`src/rtl/sleep_rail_defs.svh`:
```
`ifndef SLEEP_RAIL_DEFS_SVH
`define SLEEP_RAIL_DEFS_SVH

// Register offsets
`define SRC_ADDR_OFF_LOW 8'h29
`define SRC_ADDR_OFF_MISC 8'h2a
`define SRC_ADDR_VSEL 8'h2b

// Value held between power-on reset and the default load
`define SRC_REG_RST 8'h00
`define SRC_RDATA_NONE 8'h00

// Field positions in sleep_off_converters_misc
`define SRC_THERM_BIT 7
`define SRC_CLK32_BIT 6
`define SRC_MISC_RAIL_MSB 5

// Rail counts; rails 0..7 regulators 1..8, 8..9 regulators 9..10,
// 10..13 converters 1..4
`define SRC_RAILS 14
`define SRC_MAPPED 4
`define SRC_CONV 4
// Regulator k voltage-select bit sits at this base plus k
`define SRC_VSEL_REG_BASE 4

`endif

```
`src/rtl/sleep_rail_pkg.sv`:
```
package sleep_rail_pkg;
  `include "sleep_rail_defs.svh"

  typedef enum logic [2:0] {
    RAIL_ACTIVE = 3'b001,
    RAIL_ECO = 3'b010,
    RAIL_OFF = 3'b100
  } rail_mode_t;

  typedef rail_mode_t [`SRC_RAILS-1:0] rail_mode_vec_t;

  typedef struct packed {
    logic wr;
    logic rd;
    logic [7:0] addr;
    logic [7:0] wdata;
  } reg_req_t;

  typedef struct packed {
    logic [7:0] off_low;
    logic [7:0] off_misc;
    logic [7:0] vsel;
  } otp_defaults_t;

  typedef struct packed {
    logic [1:0] map;
    logic en;
  } pin_map_t;
endpackage

```
`src/rtl/rail_sleep_decode.sv`:
```
`timescale 1ns/100ps
module rail_sleep_decode
  import sleep_rail_pkg::*;
(
  input wire logic [`SRC_RAILS-1:0] i_keep_on, // Keep-on per rail
  input wire logic [`SRC_RAILS-1:0] i_set_off, // Set-off per rail
  output wire rail_mode_vec_t o_mode // Sleep mode per rail
);

  function automatic rail_mode_t sleep_mode(input logic keep, input logic off);
    if (keep) begin
      return RAIL_ACTIVE;
    end else if (off) begin
      return RAIL_OFF;
    end
    return RAIL_ECO;
  endfunction

  genvar g;
  generate
    for (g = 0; g < `SRC_RAILS; g++) begin : g_rail
      assign o_mode[g] = sleep_mode(i_keep_on[g], i_set_off[g]);
    end
  endgenerate
endmodule

```
`src/rtl/sleep_rail_state_control.sv`:
```
`timescale 1ns/100ps
// What this block does
// - Two set-off registers: regulators 1-8, then converters, regulators 10,9.
// - Set-off one with keep-on zero turns the rail off in sleep.
// - Bit 7 thermal monitor, bit 6 slow clock out: one means off in sleep.
// - Voltage-select register; zero bit uses operating voltage register.
// - Voltage-select one uses the scaling voltage register.
// - Sleep: eco if both zero, active if keep-on, off if set-off only.
// - Voltage-select choice is independent of sleep state.
// - Power-on reset reloads defaults; all bits stay host read/write, except voltage-select bits driven by an enabled pin map.
// - Keep-on zero gives eco in sleep unless set-off is one, one keeps rail active.
// - Regulators 1-4 may follow a mapped converter select pin.
module sleep_rail_state_control
  import sleep_rail_pkg::*;
(
  input wire logic i_sys_clk, // 250 MHz clock
  input wire logic i_reset_n, // Async power-on reset, low
  input wire logic i_clk_en, // Freezes all state when low
  input reg_req_t i_req, // Register access from serial port
  input otp_defaults_t i_otp, // One-time-programmed defaults
  input wire logic [`SRC_RAILS-1:0] i_keep_on, // Keep-on bits per rail
  input pin_map_t [`SRC_MAPPED-1:0] i_pin_map, // Pin mapping, regs 1-4
  input wire logic [`SRC_CONV-1:0] i_conv_sel_pin, // Converter select pins
  input wire logic i_sleep, // Sleep request pin
  output logic [7:0] o_rdata, // Read data
  output logic o_rvalid, // Read data valid pulse
  output rail_mode_vec_t o_rail_mode, // Applied mode per rail
  output logic [7:0] o_use_scaling, // Voltage register choice
  output logic o_therm_en, // Thermal monitor enable
  output logic o_slow_clk_en // Slow clock output enable
);

  logic [7:0] off_low_r;
  logic [7:0] off_misc_r;
  logic [7:0] vsel_r;
  logic [7:0] vsel_nxt;
  logic load_pend_r;
  logic sleep_meta_r;
  logic sleep_sync_r;
  logic [`SRC_CONV-1:0] pin_meta_r;
  logic [`SRC_CONV-1:0] pin_sync_r;
  logic [`SRC_RAILS-1:0] set_off_vec;
  rail_mode_vec_t sleep_mode;
  logic host_ok;

  function automatic logic hit(input reg_req_t req, input logic [7:0] addr);
    return req.addr == addr;
  endfunction

  // Host access is refused until the defaults are in place
  assign host_ok = i_clk_en && !load_pend_r;

  // Defaults are caught on the first enabled edge after reset release;
  // the async reset itself may only load constants.
  // Default reload
  always_ff @(posedge i_sys_clk or negedge i_reset_n) begin
    if (!i_reset_n) begin
      load_pend_r <= 1'b1;
    end else if (i_clk_en) begin
      load_pend_r <= 1'b0;
    end
  end

  always_ff @(posedge i_sys_clk or negedge i_reset_n) begin
    if (!i_reset_n) begin
      off_low_r <= `SRC_REG_RST;
      off_misc_r <= `SRC_REG_RST;
    end else if (i_clk_en) begin
      if (load_pend_r) begin
        off_low_r <= i_otp.off_low;
        off_misc_r <= i_otp.off_misc;
      end else if (i_req.wr) begin
        if (hit(i_req, `SRC_ADDR_OFF_LOW)) begin
          off_low_r <= i_req.wdata;
        end
        if (hit(i_req, `SRC_ADDR_OFF_MISC)) begin
          off_misc_r <= i_req.wdata;
        end
      end
    end
  end

  // Pin inputs come from outside the clock domain
  always_ff @(posedge i_sys_clk or negedge i_reset_n) begin
    if (!i_reset_n) begin
      sleep_meta_r <= 1'b0;
      sleep_sync_r <= 1'b0;
      pin_meta_r <= '0;
      pin_sync_r <= '0;
    end else if (i_clk_en) begin
      sleep_meta_r <= i_sleep;
      sleep_sync_r <= sleep_meta_r;
      pin_meta_r <= i_conv_sel_pin;
      pin_sync_r <= pin_meta_r;
    end
  end

  // A mapped pin wins over a host write in the same cycle
  always_comb begin
    vsel_nxt = vsel_r;
    if (host_ok && i_req.wr && hit(i_req, `SRC_ADDR_VSEL)) begin
      vsel_nxt = i_req.wdata;
    end
    for (int k = 0; k < `SRC_MAPPED; k++) begin
      if (i_pin_map[k].en) begin
        vsel_nxt[`SRC_VSEL_REG_BASE + k] = pin_sync_r[i_pin_map[k].map];
      end
    end
  end

  always_ff @(posedge i_sys_clk or negedge i_reset_n) begin
    if (!i_reset_n) begin
      vsel_r <= `SRC_REG_RST;
    end else if (i_clk_en) begin
      if (load_pend_r) begin
        vsel_r <= i_otp.vsel;
      end else begin
        vsel_r <= vsel_nxt;
      end
    end
  end

  // One bit picks the scaling register, independent of sleep
  assign o_use_scaling = vsel_r;

  // Rail order: regulators 1..8, 9, 10, converters 1..4
  assign set_off_vec = {off_misc_r[`SRC_MISC_RAIL_MSB:0], off_low_r};

  rail_sleep_decode u_decode (
    .i_keep_on(i_keep_on),
    .i_set_off(set_off_vec),
    .o_mode(sleep_mode)
  );

  // Apply sleep modes only while asleep
  always_ff @(posedge i_sys_clk or negedge i_reset_n) begin
    if (!i_reset_n) begin
      for (int k = 0; k < `SRC_RAILS; k++) begin
        o_rail_mode[k] <= RAIL_ACTIVE;
      end
    end else if (i_clk_en) begin
      for (int k = 0; k < `SRC_RAILS; k++) begin
        o_rail_mode[k] <= sleep_sync_r ? sleep_mode[k] : RAIL_ACTIVE;
      end
    end
  end

  always_ff @(posedge i_sys_clk or negedge i_reset_n) begin
    if (!i_reset_n) begin
      o_therm_en <= 1'b1;
      o_slow_clk_en <= 1'b1;
    end else if (i_clk_en) begin
      o_therm_en <= !(sleep_sync_r && off_misc_r[`SRC_THERM_BIT]);
      o_slow_clk_en <= !(sleep_sync_r && off_misc_r[`SRC_CLK32_BIT]);
    end
  end

  // Unmapped offsets read as zero
  always_ff @(posedge i_sys_clk or negedge i_reset_n) begin
    if (!i_reset_n) begin
      o_rdata <= `SRC_RDATA_NONE;
      o_rvalid <= 1'b0;
    end else if (i_clk_en) begin
      o_rvalid <= host_ok && i_req.rd;
      if (host_ok && i_req.rd) begin
        if (hit(i_req, `SRC_ADDR_OFF_LOW)) begin
          o_rdata <= off_low_r;
        end else if (hit(i_req, `SRC_ADDR_OFF_MISC)) begin
          o_rdata <= off_misc_r;
        end else if (hit(i_req, `SRC_ADDR_VSEL)) begin
          o_rdata <= vsel_r;
        end else begin
          o_rdata <= `SRC_RDATA_NONE;
        end
      end
    end
  end
endmodule

```
`config.mk`:
```
export PLATFORM = sky130hd
export DESIGN_NAME = sleep_rail_state_control
export DESIGN_NICKNAME = d
export VERILOG_FILES = /design/src/rtl/sleep_rail_pkg.sv /design/src/rtl/rail_sleep_decode.sv /design/src/rtl/sleep_rail_state_control.sv
export VERILOG_INCLUDE_DIRS = /design/src /design/src/rtl
export SDC_FILE = /design/constraint.sdc
export NUM_CORES = 1
export LEC_CHECK = 0
export ABC_AREA = 1
export BUFFER_PORTS_ARGS = -buffer_cell sky130_fd_sc_hd__buf_2
export CAP_MARGIN = 20
export CORE_MARGIN = 1.5
export CORE_UTILIZATION = 25
export DETAILED_ROUTE_END_ITERATION = 8
export GPL_TIMING_DRIVEN = 1
export PLACE_DENSITY = 0.46
export SYNTH_ARGS = -nofsm -noshare
export SYNTH_HDL_FRONTEND = slang
export SYNTH_SLANG_ARGS = --single-unit
```
`constraint.sdc`:
```
create_clock -name i_sys_clk -period 2.35 [get_ports i_sys_clk]
set_input_delay 0.1175 -clock i_sys_clk [delete_from_list [all_inputs] [get_ports i_sys_clk]]
set_output_delay 0.1175 -clock i_sys_clk [all_outputs]
set_load 0.02 [all_outputs]
```
; ---- After elaboration in Yosys (flattened, before gate mapping)
; Cells that the tools add are included.
[classes]
order_cmp = 4
n_eq_ne = 3
muxes = 107
n_reduce_logical = 25
[op_table]
columns = op, count
row1 = two-way mux 3 bit, 56
row2 = two-way mux 8 bit, 11
row3 = two-way mux 1 bit, 36
row4 = equality test 8 x 6 -> 1 bit (second input constant), 3
row5 = < comparator 2 x 3 -> 1 bit (second input constant), 4
row6 = AND reduction 2 bit, 6
row7 = nonzero test 3 bit, 4
row8 = binary-select mux 1 bit (select 2 bit), 4
row9 = nonzero test 2 bit, 4
row10 = logical AND 1 bit, 6
row11 = AND reduction 3 bit, 2
row12 = zero test 1 bit, 3
[word_totals]
regBits = 88
inputBits = 76
output_inout_bits = 61
elab_cells = 169

; ---- Depth between registers and ports, before layout
[depth]
depth_word = 7
mapped_depth = 9

; ---- Cells and area by module
; From an unflattened synthesis, not the netlist that was laid out.
[unflattened]
hier_cells = 511
area_unflattened_um2 = 4261.6
[modules_own_cells]
columns = mod, n_inst, cells_per_inst, area_each_um2
row1 = sleep_rail_state_control, 1, 455, 4051.4
row2 = rail_sleep_decode, 1, 56, 210.2

; ---- Worst setup path before layout
; OpenSTA, ideal clock, no wires.
[synth_path]
path_type = register -> register
startpoint = register load_pend_r
endpoint = register o_rdata[0]
setup_time_ns = 0.123
arrival_time_ns = 1.138
slack_ns = 1.089
path_stages_with_launch = 7
n_path_buf = 1
synth_period_minus_slack_ns = 1.261
path_cell_list = dfstp_2 inv_2 buf_4 nand3_2 inv_1 o21ai_0 nand2_1
[synth_between]
elab_chain_len = 4
[synth_rtl]
columns = element, line
row1 = start: declaration, sleep_rail_state_control.sv:37  ; logic load_pend_r;
row2 = start signal: assignment, sleep_rail_state_control.sv:58  ; load_pend_r <= 1'b1;
row3 = start signal: assignment, sleep_rail_state_control.sv:60  ; load_pend_r <= 1'b0;
row4 = zero test 1 bit, sleep_rail_state_control.sv:51  ; assign host_ok = i_clk_en && !load_pend_r;
row5 = logical AND 1 bit, sleep_rail_state_control.sv:51
row6 = logical AND 1 bit, sleep_rail_state_control.sv:165  ; if (host_ok && i_req.rd) begin
row7 = AND reduction 2 bit (no line), --
row8 = end signal: assignment, sleep_rail_state_control.sv:167  ; o_rdata <= off_low_r;
row9 = end signal: assignment, sleep_rail_state_control.sv:169  ; o_rdata <= off_misc_r;
row10 = end signal: assignment, sleep_rail_state_control.sv:171  ; o_rdata <= vsel_r;
row11 = end: declaration, sleep_rail_state_control.sv:25  ; output logic [7:0] o_rdata,
; Every way passes these cells.
; A chain may end at the register's enable or synchronous reset.

; ---- Worst setup path in the final report
[layout_path]
startpoint = register load_pend_r
endpoint = register off_misc_r[1]
[layout_between]
elab_chain_len = 2
word_cells_on_any_way = 4
[layout_rtl]
columns = element, line
row1 = nonzero test 2 bit (no line), --
row2 = AND reduction 3 bit (no line), --
row3 = end signal: assignment, sleep_rail_state_control.sv:67  ; off_misc_r <= `SRC_REG_RST;
row4 = end signal: assignment, sleep_rail_state_control.sv:71  ; off_misc_r <= i_otp.off_misc;
row5 = end signal: assignment, sleep_rail_state_control.sv:77  ; off_misc_r <= i_req.wdata;
row6 = end: declaration, sleep_rail_state_control.sv:34  ; logic [7:0] off_misc_r;
; Parallel ways exist; a longest one is shown, timed or not.

==> metrics.txt <==
run status completed; synthesized flop and latch total 88; Tightest Hold Check Type in -> reg; DRC viols 0; number of instances in the placed design 884; first-pass GRT wire length 20800 um; level count of the clock H-tree 3; root cell of the clock tree clkbuf_16; num rows 47; setup fix buffers added after clock tree synthesis 0; Total Wirelength 12900 um; mean cell area of the mapped netlist 7.81 um^2; Antenna Cells 0; Final #Nets 757; Die ar. 17800 um^2; vertical die dimension 133 um; endpoint of the most critical register-to-register path off_misc_r[1]; Static Leakage 2.99 nW; post-route cell area 5520 um^2; worst path setup slack after routing 0.875 ns; Min Hold Slack 0.0377 ns; count of endpoints failing hold in the final timing report 0; count of clock tree sinks 88; final worst path period share 0.627; capturing instance or port of the critical path off_misc_r[1]; number of antenna violations at the first check in global routing 0; maximum number of pins on one net before global-route repair 54; overflow left after global routing 0; final total negative setup slack 0 ns; post-layout instance count excluding filler cells 906; sequential fraction of the synthesis area 0.523; post-detailed-route wirelength per cell 14.2 um; post-synthesis to final-layout area growth 29.8%; start point of the critical path load_pend_r; Slew Viols, Final 0; worst reg-to-reg setup slack 0.88 ns; final setup violation count 0; placed cell area 5150 um^2; worst r2r src load_pend_r; I/O pin count 137; buffers from clock root to sink, at most 2; utilization after layout 0.333; starting utilization of the core area 0.256; maximum frequency from static timing analysis 0.678 GHz; crit path launch type flop; Initial DRT Pass Iterations 4; placer's final routability congestion estimate 0.830; TritonCTS clock tree done; detail-routed via count per cell 4.40; sequential cell area in the final layout 2220 um^2; clock-pin slew of the registers on the worst-case setup and hold paths 0.06 ns; Chip Width 133 um; share of power burned in the clock network 0.376; count of cells resized by post-cts repair 0; Net Count, Synth 620; post-synthesis instance total 544; Internal Power 2.76 mW; number of distinct library cell variants in the gate-level netlist after synthesis 24; biggest fanout along the worst timing path 16; power per standard cell area 708 nW/um^2; Arrival @ worst endpoint 1.68 ns; fillers 1793; post-synthesis instance area 4250 um^2; vias in the first global route 3973; Clock Skews 0.00947 ns; number of cells traversed by the worst register-to-register path 3; Crit. End Element flop; # hold bufs at CTS 6; insertion delay of the later-clocked pin in the worst-skew pair 0.35 ns; Starting DRT DRC Count 265; multi-input logic area 1730 um^2; total chip power 3.91 mW; Antenna Violating Nets Remaining 0; clock period minus worst slack 1.47 ns; relative slew slack 0.603; portion of total power attributed to sequential cells 0.459; measured slew at the worst slew-check pin 0.596 ns; Worst VDD drop 0.347 mV; post-detail-place hpwl 10000 um; Net Switching 1.14 mW; via total after detailed routing 3987; share of total power in combinational logic 0.165; number of port buffers 136; type of the worst setup path reg -> reg; Max Cap Violations 0; data required time of the critical path 2.56 ns; net switching share of the total power 0.293; unrepaired setup endpoints after global routing false; share of layout cells above drive strength 1 0.287; Yosys warning count 0; core outline area 16600 um^2; Setup WS pre-CTS 0.759 ns; Tot GR Track Use 0.151; Num CTS Buffers 9
cells in the mapped netlist (all sizes together):
cell,count,share of area
clkbuf,6,0.0053
buf,16,0.022
dfrtp,71,0.42
nand2,240,0.22
nand3b,4,0.0071
nand3,41,0.049
clkinv,1,0.00088
a21oi,17,0.025
a21boi,4,0.0071
inv,48,0.042
nor2,22,0.027
o21ai,57,0.072
dfstp,17,0.11
per-layer routing:
layer  vias to the layer above  GRT usage  share of wire
met5                         -          0              0
met4                         0     0.0501          0.019
met3                        19     0.0388          0.054
met2                       103      0.250           0.49
met1                      1882      0.191           0.44
li1                       1983          -              -
worst min path at each step:
stage	start	end	cells past startpoint
floorplan	i_reset_n	o_rail_mode[10]	0
global placement	i_reset_n	pin_sync_r[2]	1
detailed placement	i_reset_n	pin_sync_r[2]	1
CTS	i_keep_on[7]	o_rail_mode[21]	3
global route	i_keep_on[7]	o_rail_mode[21]	3
finish	i_keep_on[7]	o_rail_mode[21]	3
critical path, cell delays in order (launching register included):
cell and delay, ns:
dfstp_2 0.61, inv_2 0.16, a21oi_4 0.42, o21ai_0 0.14
cell usage in the layout, fill, tap and decap left out, types with 5 or more instances in the layout:
cell           count
inv_1             46
dlygate4sd3_1      6
buf_4              6
nand2_1          232
o21ai_2            5
clkbuf_16          9
dfstp_2           17
a21oi_1           15
dfrtp_1           71
nand2_2            6
buf_2            135
nand3_1           40
nor2_1            18
o21ai_0           48
registers in the layout, indices dropped and copies added, names as in the netlist, 4 cells and up:
signal,cells
o_rail_mode,42
o_rdata,8
o_use_scaling,8
off_low_r,8
off_misc_r,8
pin_meta_r,4
pin_sync_r,4
cell families after synthesis:
logic type / share of synthesized area
flops: 0.523
buf+inv: 0.0704
compound gates: 0.104
simple gates: 0.302
area by class of cell:
type	count	share of cell area
clock buffers	10	0.0433
clock inverters	6	0.0123
inverters	49	0.0333
multi-input cells	385	0.313
flip-flops and latches	88	0.403
well taps	220	0.0499
repair buffers	148	0.145
power by group through the flow:
stage               clock network (mW)  logic [mW]  registers (mW)
finish                            1.47       0.645            1.79
global route                      1.58       0.727            1.81
CTS                               1.52       0.661            1.80
detailed placement                   0       0.652            1.82
global placement                     0       0.643            1.82
floorplan                            0       0.255            1.90
(Power assumes the default switching activity.)
